===== config.mk =====
export PLATFORM = sky130hd
export DESIGN_NAME = wbt_recovery_cfg
export DESIGN_NICKNAME = d
export VERILOG_FILES = /design/src/wbt_pkg.sv /design/src/wbt_recovery_cfg.sv
export SDC_FILE = /design/constraint.sdc
export NUM_CORES = 1
export LEC_CHECK = 0
export ABC_AREA = 0
export BUFFER_PORTS_ARGS = -buffer_cell sky130_fd_sc_hd__buf_4
export CAP_MARGIN = 15
export CORE_MARGIN = 2
export CORE_UTILIZATION = 30
export CTS_CLUSTER_DIAMETER = 60
export DETAILED_ROUTE_END_ITERATION = 12
export MAX_ROUTING_LAYER = met4
export PLACE_DENSITY = 0.44
export SLEW_MARGIN = 20
export SYNTH_ARGS = -nofsm -noshare
export SYNTH_HDL_FRONTEND = slang
export SYNTH_SLANG_ARGS = --single-unit

===== constraint.sdc =====
create_clock -name clk -period 8.49 [get_ports clk]
set_input_delay 1.698 -clock clk [delete_from_list [all_inputs] [get_ports clk]]
set_output_delay 1.698 -clock clk [all_outputs]
set_load 0.01 [all_outputs]

===== src/wbt_pkg.sv =====
// Package for the wake bit timing recovery configuration block.
// Assumes one 125 MHz system clock and an 8-bit serial register port.
package wbt_pkg;
  // Register addresses on the serial port (7-bit address space).
  localparam logic [6:0] ADDR_OSC_CAL_LOW = 7'h3b;
  localparam logic [6:0] ADDR_CTRL_ONE = 7'h3c;
  localparam logic [6:0] ADDR_CTRL_TWO = 7'h3d;
  localparam logic [6:0] ADDR_UPPER_LIMIT = 7'h3e;
  localparam logic [6:0] ADDR_LOWER_LIMIT = 7'h3f;
  // Field positions.
  localparam int EN_BIT = 0;
  localparam int FILT_LO = 2;
  localparam int FILT_HI = 3;
  localparam int CLKSEL_LO = 0;
  localparam int CLKSEL_HI = 1;
  // Reset values.
  localparam logic [7:0] OSC_CAL_LOW_RST = 8'h00;
  localparam logic [1:0] FILT_RST = 2'h1;
  localparam logic [1:0] CLKSEL_RST = 2'h0;
  localparam logic [7:0] UPPER_LIMIT_RST = 8'ha8;
  localparam logic [7:0] LOWER_LIMIT_RST = 8'h98;
  // Recovery clock rates selected by the clock select field, in MHz.
  localparam int RATE_SEL0_MHZ = 80;
  localparam int RATE_SEL1_MHZ = 40;
  localparam int RATE_SEL2_MHZ = 20;
  localparam int RATE_SEL3_MHZ = 10;
  // Filter time constants as shift amounts: 8, 16 and 32.
  localparam logic [2:0] TC8_SHIFT = 3'h3;
  localparam logic [2:0] TC16_SHIFT = 3'h4;
  localparam logic [2:0] TC32_SHIFT = 3'h5;
  // Edge spacing bands for the adaptive filter, in bits.
  localparam logic [3:0] SPACE_FAST_MIN = 4'h2;
  localparam logic [3:0] SPACE_FAST_MAX = 4'h3;
  localparam logic [3:0] SPACE_MID_MAX = 4'h8;
  localparam logic [3:0] SPACE_SLOW_MAX = 4'ha;
  // Filter field encodings.
  localparam logic [1:0] FILT_TC8 = 2'h0;
  localparam logic [1:0] FILT_TC16 = 2'h1;
  localparam logic [1:0] FILT_TC32 = 2'h2;
  localparam logic [1:0] FILT_ADAPT = 2'h3;
  // Serial frame length and position of the mode bit.
  localparam logic [4:0] SPI_HALF_BITS = 5'h08;
  localparam logic [4:0] SPI_FRAME_BITS = 5'h10;

  // Configuration held in the register file.
  typedef struct packed {
    logic enable;
    logic [1:0] filt_sel;
    logic [1:0] clk_sel;
    logic [7:0] upper;
    logic [7:0] lower;
    logic [7:0] cal_low;
  } wbt_cfg_type;

  // Serial port state, including the synchronisers on its pins.
  typedef struct packed {
    logic [1:0] sck_sync;
    logic [1:0] cs_sync;
    logic [1:0] mosi_sync;
    logic sck_prev;
    logic cs_prev;
    logic [4:0] count;
    logic [15:0] shift;
    logic [7:0] tx;
    logic miso;
  } wbt_spi_type;

  // Bit timing recovery state.
  typedef struct packed {
    logic [1:0] rx_sync;
    logic rx_prev;
    logic [2:0] div;
    logic [7:0] phase;
    logic [3:0] nbits;
    logic [7:0] bit_time;
    logic strobe;
  } wbt_cdr_type;

  // Whole state of the block.
  typedef struct packed {
    wbt_cfg_type cfg;
    wbt_spi_type spi;
    wbt_cdr_type cdr;
  } wbt_state_type;
endpackage


===== src/wbt_recovery_cfg.sv =====
// Register file, serial port and bit timing recovery of the wake detector.
// Assumes sck, cs_n, mosi and rx_pin come from outside the clock domain
// and osc_tick and osc_cal_low_in come from logic on the same clock.
//
// How it works
// (RQ1) Calibration low byte is read only and resets to zero.
// (RQ2) Control one bit 0 enables recovery; it resets to zero.
// (RQ3) Filter field picks time constant 8, 16 or 32; resets to 16.
// (RQ4) Field value 11 adapts the constant to falling edge spacing.
// (RQ5) Clock select divides the recovery clock: 80, 40, 20, 10 MHz.
// (RQ6) Upper limit register clamps bit time from above; resets to a8.
// (RQ7) Lower limit register clamps bit time from below; resets to 98.
// (RQ8) Host programs bit time and limits to suit the baud ratio.
// (RQ9) Host avoids clock choices that overflow the bit time counter.
// (RQ10) Host avoids slow clocks where timing precision is too coarse.
// (RQ11) Reserved bits of both control registers always read zero.
// (RQ12) Host need not retrim the oscillator since recovery compensates.
// (RQ13) Bit time is counted in recovery cycles, filtered, then clamped.
module wbt_recovery_cfg #(
  parameter int BT_WIDTH = 8
) (
  input wire logic clk,
  input wire logic reset,
  input wire logic sck,
  input wire logic cs_n,
  input wire logic mosi,
  output logic miso,
  output logic miso_oe,
  input wire logic rx_pin,
  input wire logic osc_tick,
  input wire logic [7:0] osc_cal_low_in,
  input wire logic [7:0] bit_time_register,
  output logic [7:0] recovered_bit_time,
  output logic bit_strobe,
  output logic recovery_enable
);
  wbt_pkg::wbt_state_type state_r;
  wbt_pkg::wbt_state_type state_nxt;
  logic sck_rise;
  logic sck_fall;
  logic cs_rise;
  logic cs_fall;
  logic [7:0] rd_data;
  logic [6:0] rd_addr;
  logic [6:0] wr_addr;
  logic [7:0] wr_data;
  logic wr_fire;
  logic rx_fall;
  logic rc_tick;
  logic [2:0] tc_shift;
  logic [8:0] err;
  logic [8:0] step;
  logic [8:0] sum;
  logic [7:0] half;

  // The datapath is sized for the documented 8-bit bit time registers,
  // so any other width is refused while the design is elaborated.
  if (BT_WIDTH != 8) begin
    $error("BT_WIDTH must be 8");
  end

  // Edges seen on the second synchroniser stage only.
  assign sck_rise = state_r.spi.sck_sync[1] & ~state_r.spi.sck_prev;
  assign sck_fall = ~state_r.spi.sck_sync[1] & state_r.spi.sck_prev;
  assign cs_rise = state_r.spi.cs_sync[1] & ~state_r.spi.cs_prev;
  assign cs_fall = ~state_r.spi.cs_sync[1] & state_r.spi.cs_prev;
  assign rx_fall = ~state_r.cdr.rx_sync[1] & state_r.cdr.rx_prev;

  // Address after the first byte; write commits at deselect of 16 bits.
  assign rd_addr = state_r.spi.shift[14:8];
  assign wr_addr = state_r.spi.shift[6:0];
  assign wr_data = state_r.spi.shift[15:8];
  assign wr_fire = cs_rise && state_r.spi.shift[7]
                   && state_r.spi.count == wbt_pkg::SPI_FRAME_BITS;

  // Read mux; reserved bits and unmapped addresses read as zero.
  always_comb begin
    rd_data = 8'h00;
    if (rd_addr == wbt_pkg::ADDR_OSC_CAL_LOW) begin
      rd_data = state_r.cfg.cal_low; // see (RQ1)
    end else if (rd_addr == wbt_pkg::ADDR_CTRL_ONE) begin
      rd_data[wbt_pkg::EN_BIT] = state_r.cfg.enable; // see (RQ11)
      rd_data[wbt_pkg::FILT_HI:wbt_pkg::FILT_LO] = state_r.cfg.filt_sel;
    end else if (rd_addr == wbt_pkg::ADDR_CTRL_TWO) begin
      rd_data[wbt_pkg::CLKSEL_HI:wbt_pkg::CLKSEL_LO] =
        state_r.cfg.clk_sel; // see (RQ11)
    end else if (rd_addr == wbt_pkg::ADDR_UPPER_LIMIT) begin
      rd_data = state_r.cfg.upper;
    end else if (rd_addr == wbt_pkg::ADDR_LOWER_LIMIT) begin
      rd_data = state_r.cfg.lower;
    end
  end

  // Recovery clock: the oscillator tick divided by 1, 2, 4 or 8.
  always_comb begin
    case (state_r.cfg.clk_sel) // see (RQ5)
      2'h0: rc_tick = osc_tick;
      2'h1: rc_tick = osc_tick & state_r.cdr.div[0];
      2'h2: rc_tick = osc_tick & (&state_r.cdr.div[1:0]);
      default: rc_tick = osc_tick & (&state_r.cdr.div);
    endcase
  end

  // Filter time constant, fixed or chosen from the edge spacing.
  always_comb begin
    case (state_r.cfg.filt_sel) // see (RQ3)
      wbt_pkg::FILT_TC8: tc_shift = wbt_pkg::TC8_SHIFT;
      wbt_pkg::FILT_TC16: tc_shift = wbt_pkg::TC16_SHIFT;
      wbt_pkg::FILT_TC32: tc_shift = wbt_pkg::TC32_SHIFT;
      default: begin
        // Spacings outside the bands fall back to the middle constant.
        if (state_r.cdr.nbits >= wbt_pkg::SPACE_FAST_MIN
            && state_r.cdr.nbits <= wbt_pkg::SPACE_FAST_MAX) begin
          tc_shift = wbt_pkg::TC32_SHIFT; // see (RQ4)
        end else if (state_r.cdr.nbits > wbt_pkg::SPACE_MID_MAX
                     && state_r.cdr.nbits <= wbt_pkg::SPACE_SLOW_MAX) begin
          tc_shift = wbt_pkg::TC8_SHIFT; // see (RQ4)
        end else begin
          tc_shift = wbt_pkg::TC16_SHIFT; // see (RQ4)
        end
      end
    endcase
  end

  // Phase error at a falling edge: late edges give a positive error.
  always_comb begin
    half = {1'b0, state_r.cdr.bit_time[7:1]};
    if (state_r.cdr.phase < half) begin
      err = {1'b0, state_r.cdr.phase};
    end else begin
      err = {1'b0, state_r.cdr.phase} - {1'b0, state_r.cdr.bit_time};
    end
    step = $signed(err) >>> tc_shift;
    sum = {1'b0, state_r.cdr.bit_time} + step;
  end

  // Next state of the whole block.
  always_comb begin
    state_nxt = state_r;
    // Two flip-flop synchronisers on every pin input.
    state_nxt.spi.sck_sync = {state_r.spi.sck_sync[0], sck};
    state_nxt.spi.cs_sync = {state_r.spi.cs_sync[0], cs_n};
    state_nxt.spi.mosi_sync = {state_r.spi.mosi_sync[0], mosi};
    state_nxt.cdr.rx_sync = {state_r.cdr.rx_sync[0], rx_pin};
    state_nxt.spi.sck_prev = state_r.spi.sck_sync[1];
    state_nxt.spi.cs_prev = state_r.spi.cs_sync[1];
    state_nxt.cdr.rx_prev = state_r.cdr.rx_sync[1];
    state_nxt.cfg.cal_low = osc_cal_low_in; // see (RQ1)
    state_nxt.cdr.strobe = 1'b0;

    // Serial shifter, LSB first, sampled on the rising clock edge.
    if (cs_fall) begin
      state_nxt.spi.count = 5'h00;
      state_nxt.spi.tx = 8'h00;
      state_nxt.spi.miso = 1'b0;
    end else if (!state_r.spi.cs_sync[1]) begin
      if (sck_rise && state_r.spi.count != wbt_pkg::SPI_FRAME_BITS) begin
        state_nxt.spi.shift = {state_r.spi.mosi_sync[1],
                               state_r.spi.shift[15:1]};
        state_nxt.spi.count = state_r.spi.count + 5'h01;
      end
      // Read data is latched once the address byte is complete.
      if (sck_fall) begin
        if (state_r.spi.count == wbt_pkg::SPI_HALF_BITS) begin
          state_nxt.spi.miso = rd_data[0];
          state_nxt.spi.tx = {1'b0, rd_data[7:1]};
        end else begin
          state_nxt.spi.miso = state_r.spi.tx[0];
          state_nxt.spi.tx = {1'b0, state_r.spi.tx[7:1]};
        end
      end
    end

    // Register writes; a frame shorter than 16 bits is dropped.
    if (wr_fire) begin
      if (wr_addr == wbt_pkg::ADDR_CTRL_ONE) begin
        state_nxt.cfg.enable = wr_data[wbt_pkg::EN_BIT]; // see (RQ2)
        state_nxt.cfg.filt_sel =
          wr_data[wbt_pkg::FILT_HI:wbt_pkg::FILT_LO]; // see (RQ3)
      end else if (wr_addr == wbt_pkg::ADDR_CTRL_TWO) begin
        state_nxt.cfg.clk_sel =
          wr_data[wbt_pkg::CLKSEL_HI:wbt_pkg::CLKSEL_LO]; // see (RQ5)
      end else if (wr_addr == wbt_pkg::ADDR_UPPER_LIMIT) begin
        state_nxt.cfg.upper = wr_data; // see (RQ6)
      end else if (wr_addr == wbt_pkg::ADDR_LOWER_LIMIT) begin
        state_nxt.cfg.lower = wr_data; // see (RQ7)
      end
    end

    // Recovery: count recovery cycles per bit and track the bit time.
    if (osc_tick) begin
      state_nxt.cdr.div = state_r.cdr.div + 3'h1;
    end
    if (!state_r.cfg.enable) begin
      // Disabled: follow the nominal value so enabling starts clean.
      state_nxt.cdr.bit_time = bit_time_register; // see (RQ2)
      state_nxt.cdr.phase = 8'h00;
      state_nxt.cdr.nbits = 4'h0;
    end else if (rx_fall) begin
      // Filtered sample, then clamped to the programmed window.
      if (state_r.cdr.nbits != 4'h0
          && state_r.cdr.nbits <= wbt_pkg::SPACE_SLOW_MAX) begin
        if (sum[8] && step[8]) begin
          state_nxt.cdr.bit_time = state_r.cfg.lower; // see (RQ13)
        end else if (sum[8] || sum[7:0] > state_r.cfg.upper) begin
          state_nxt.cdr.bit_time = state_r.cfg.upper; // see (RQ6)
        end else if (sum[7:0] < state_r.cfg.lower) begin
          state_nxt.cdr.bit_time = state_r.cfg.lower; // see (RQ7)
        end else begin
          state_nxt.cdr.bit_time = sum[7:0]; // see (RQ13)
        end
      end
      state_nxt.cdr.phase = 8'h00;
      state_nxt.cdr.nbits = 4'h1;
    end else if (rc_tick) begin
      if (state_r.cdr.phase + 8'h01 >= state_r.cdr.bit_time) begin
        state_nxt.cdr.phase = 8'h00;
        state_nxt.cdr.strobe = 1'b1;
        // Saturate so a long idle bus does not wrap into a band.
        if (state_r.cdr.nbits != 4'hf) begin
          state_nxt.cdr.nbits = state_r.cdr.nbits + 4'h1;
        end
      end else begin
        state_nxt.cdr.phase = state_r.cdr.phase + 8'h01; // see (RQ13)
      end
    end
  end

  // One register stage for the whole state.
  always_ff @(posedge clk) begin
    if (reset) begin
      state_r <= '0;
      state_r.spi.sck_sync <= 2'h0;
      state_r.spi.cs_sync <= 2'h3;
      state_r.spi.cs_prev <= 1'b1;
      state_r.cdr.rx_sync <= 2'h3;
      state_r.cdr.rx_prev <= 1'b1;
      state_r.cfg.cal_low <= wbt_pkg::OSC_CAL_LOW_RST; // see (RQ1)
      state_r.cfg.filt_sel <= wbt_pkg::FILT_RST; // see (RQ3)
      state_r.cfg.clk_sel <= wbt_pkg::CLKSEL_RST; // see (RQ5)
      state_r.cfg.upper <= wbt_pkg::UPPER_LIMIT_RST; // see (RQ6)
      state_r.cfg.lower <= wbt_pkg::LOWER_LIMIT_RST; // see (RQ7)
    end else begin
      state_r <= state_nxt;
    end
  end

  // Outputs straight from the state register.
  assign miso = state_r.spi.miso;
  assign miso_oe = ~state_r.spi.cs_sync[1];
  assign recovered_bit_time = state_r.cdr.bit_time;
  assign bit_strobe = state_r.cdr.strobe;
  assign recovery_enable = state_r.cfg.enable;
endmodule


==> qor.csv <==
metric,value,unit
drive_gt1_share,10.8,%
min_to,state_nxt[57]$_SDFF_PP1_,
critPathArrivalTime,6.89,ns
setup_viol,0,
critPathCaptureType,flop,
r2r_end,recovered_bit_time[0]$_SDFFE_PP0P_,
ys_async_sr_fraction,0,%
io_pins,35,
gr-total-overflow,0,
std_cell_rows,52,
n_antenna_cell,0,
timing.final.crit_share,78.6,%
synthAdderAreaFrac,13.2,%
ff2ff_setup_slack,1.82,ns
ant_nets,0,
p_per_area,151,nW/um^2
worstSetupPathType,reg2reg,
yosys.area.top_type_share,30.6,%
worstHoldPathType,reg2reg,
cts_tree,built,
hold_buffers,0,
grt_start_max_net_pins,62,
path_max_fanout,13,
start_util,30.3,%
hp-start,state_nxt[62]$_SDFF_PP1_,
syn_inst,725,
gr-usage-all-layers,15.0,%
final_cell_mix,"93 x dfxtp_1, 79 x nand2_1, 62 x nor2_1",
cts_sinks,93,
cts_setup_buffers,0,
dp_hpwl,11800,um
drc,0,
grt_pass1_wl,25400,um
min_path_cells,1,
synthMuxAreaShare,9.26,%
max_freq,150,MHz
drt-initial-drc-count,187,
final_nets,820,
placed_cells,993,
hold_violations,0,
avgSynthCellArea,8.40,sq um
final_common_cell,dfxtp_1,
routedWlPerCell,15.1,um
clk_pin_slew,0.07,ns
antenna_found_initial,0,
worstPathRequired,8.71,ns
synth_xor_xnor_area_share,4.17,%
setup_tns,0,ns
yosysUniqueCellTypes,71,
final_cells,1009,
ir_drop,0.0971,mV
vias,4988,
finClkSkew,0.00611,ns
synth_edf_count,0,
clkLatencyLatePin,0.35,ns
synthFlopType,dfxtp_1,
portBuffers,34,
layout_setup_ws,1.82,ns
rsz0062_at_grt,no,
status,completed,
clockBufferDepth,2,
gp_congestion,0.826,
grt_pass1_vias,4853,
finalWirelength,15200,um
syn_nets,811,
ys_ff_latch,93,
tightest_slew,1.08,ns
place_ws,1.92,ns
synth-simple-area-share,19.2,%
period_needed,6.67,ns
synth_top_area_cell,dfxtp_1,
numCtsBuffers,9,
ctsResizeCount,0,
dieWidth,146,um
leakagePower,0.00278,uW
synth.area.top_cells,"dfxtp_1 31%, ha_1 13%, mux2i_1 7.7%",
synth_top_family_by_area,simple AND/OR/NAND/NOR gates,
first_pass_iters,4,
die_h,146,um
slew_violations,0,
startpoint_type,flop,
cap_violations,0,
synth-compound-area-share,17.4,%
max_slew_margin,27.4,%
area_growth,12.7,%
ys_warn_count,0,
h-tree-depth,3,
r2r-start,state_r[13]$_SDFFE_PP0P_,
synth.yosys.seq_area_share,30.6,%
netlist_area,6090,sq um
coreArea,20100,sq um
clock_tree.root_cell,clkbuf_16,
reg2reg_depth,24,
vias_per_cell,4.94,
dieArea,21500,sq um
==> synth_stat cells (3+ instances only) <==
cell / number
nand3_1: 14
or3_1: 4
and3_1: 6
mux2_2: 5
a21o_1: 7
nand4_1: 8
a22oi_1: 3
nand2_1: 79
xor2_1: 12
buf_4: 9
o22ai_1: 8
dfxtp_1: 93
o21ai_0: 18
ha_1: 61
xnor2_1: 17
nor3_1: 9
clkbuf_1: 23
or2_2: 9
nor2_1: 62
o21a_1: 6
buf_2: 6
inv_1: 48
o211ai_1: 19
a211oi_1: 12
nor2b_1: 21
a221oi_1: 3
nand2b_1: 10
a21oi_1: 48
mux2i_1: 47
o2111ai_1: 3
o21ai_1: 3
==> flip-flops by register name (all words and copies together) (netlist names) <==
signal,count
recovered_bit_time,8
recovery_enable,1
bit_strobe,1
state_r,68
state_nxt,7
miso,1
rd_addr,7
==> metrics by stage <==
| stage | hold WS, ns | utilization [%] | area [sq um] | power, uW |
|---|---|---|---|---|
| global route | 0.423 | 34.2 | 6870 | 1090 |
| finish | 0.408 | 34.2 | 6870 | 1040 |
| CTS | 0.410 | 34.1 | 6860 | 1060 |
| global placement | 0.391 | 32.4 | 6520 | 589 |
| detailed placement | 0.393 | 32.4 | 6520 | 590 |
| floorplan | 0.389 | - | 6090 | 554 |
==> critical path, cell delays in order (launching register included) <==
cell and delay, ns:
dfxtp_1 0.44, inv_1 0.12, ha_1 0.20, fa_1 0.41, nor2b_1 0.26, o22a_1 0.23
xor2_1 0.09, mux4_2 0.52, mux2i_1 0.15, mux2i_1 0.09, ha_1 0.24, inv_1 0.07
fa_1 0.25, nor2b_4 0.05, o31a_1 0.26, o311a_1 0.33, nor3_1 0.33, ha_1 0.33
a21oi_1 0.17, nand2_1 0.07, a211o_1 0.28, o21ai_1 0.83, mux2_2 0.42, o311ai_0 0.27
o21ai_0 0.13
==> routing by layer <==
metal	track usage, %	share of wire (%)	up-vias
met5	-	0	-
met1	18.9	48	2355
met2	24.8	47	57
met3	2.56	3.0	13
li1	-	-	2563
met4	4.32	1.4	0
==> layout make-up <==
type                            instances  area [sq um]
Fill cell                            2133         13200
Timing Repair Buffer                   38           285
Inverter                               48           180
Tap cell                              270           338
Clock inverter                          5          90.1
Sequential cell                        93          1860
Clock buffer                           11           253
Multi-Input combinational cell        544          3860
==> kinds of logic (layout without fill, tap and decap cells) <==
logic type	Yosys count	in the layout
compound gates	159	159
flops	93	93
xor+xnor	29	29
fa+ha+maj	63	63
mux	54	54
buf+inv	88	102
simple gates	239	239
==> how the worst max path moves through the flow <==
stage	from	to	slack (ns)	cells past startpoint
finish	state_r[13]$_SDFFE_PP0P_	recovered_bit_time[0]$_SDFFE_PP0P_	1.82	24
global route	state_r[13]$_SDFFE_PP0P_	recovered_bit_time[7]$_SDFFE_PP0P_	1.24	24
CTS	state_r[13]$_SDFFE_PP0P_	recovered_bit_time[0]$_SDFFE_PP0P_	1.89	24
detailed placement	state_r[13]$_SDFFE_PP0P_	recovered_bit_time[0]$_SDFFE_PP0P_	1.92	24
global placement	state_r[13]$_SDFFE_PP0P_	recovered_bit_time[7]$_SDFFE_PP0P_	2.07	24
floorplan	state_r[13]$_SDFFE_PP0P_	recovered_bit_time[7]$_SDFFE_PP0P_	3.11	25
==> power breakdown <==
part | total (uW) | switching [uW] | internal (uW) | leakage [uW]
clock | 459 | 180 | 278 | 0.000166
sequential | 449 | 5.89 | 443 | 0.000756
combinational | 131 | 74.2 | 56.9 | 0.00185
Note: power is estimated with default switching activity, not from simulation.
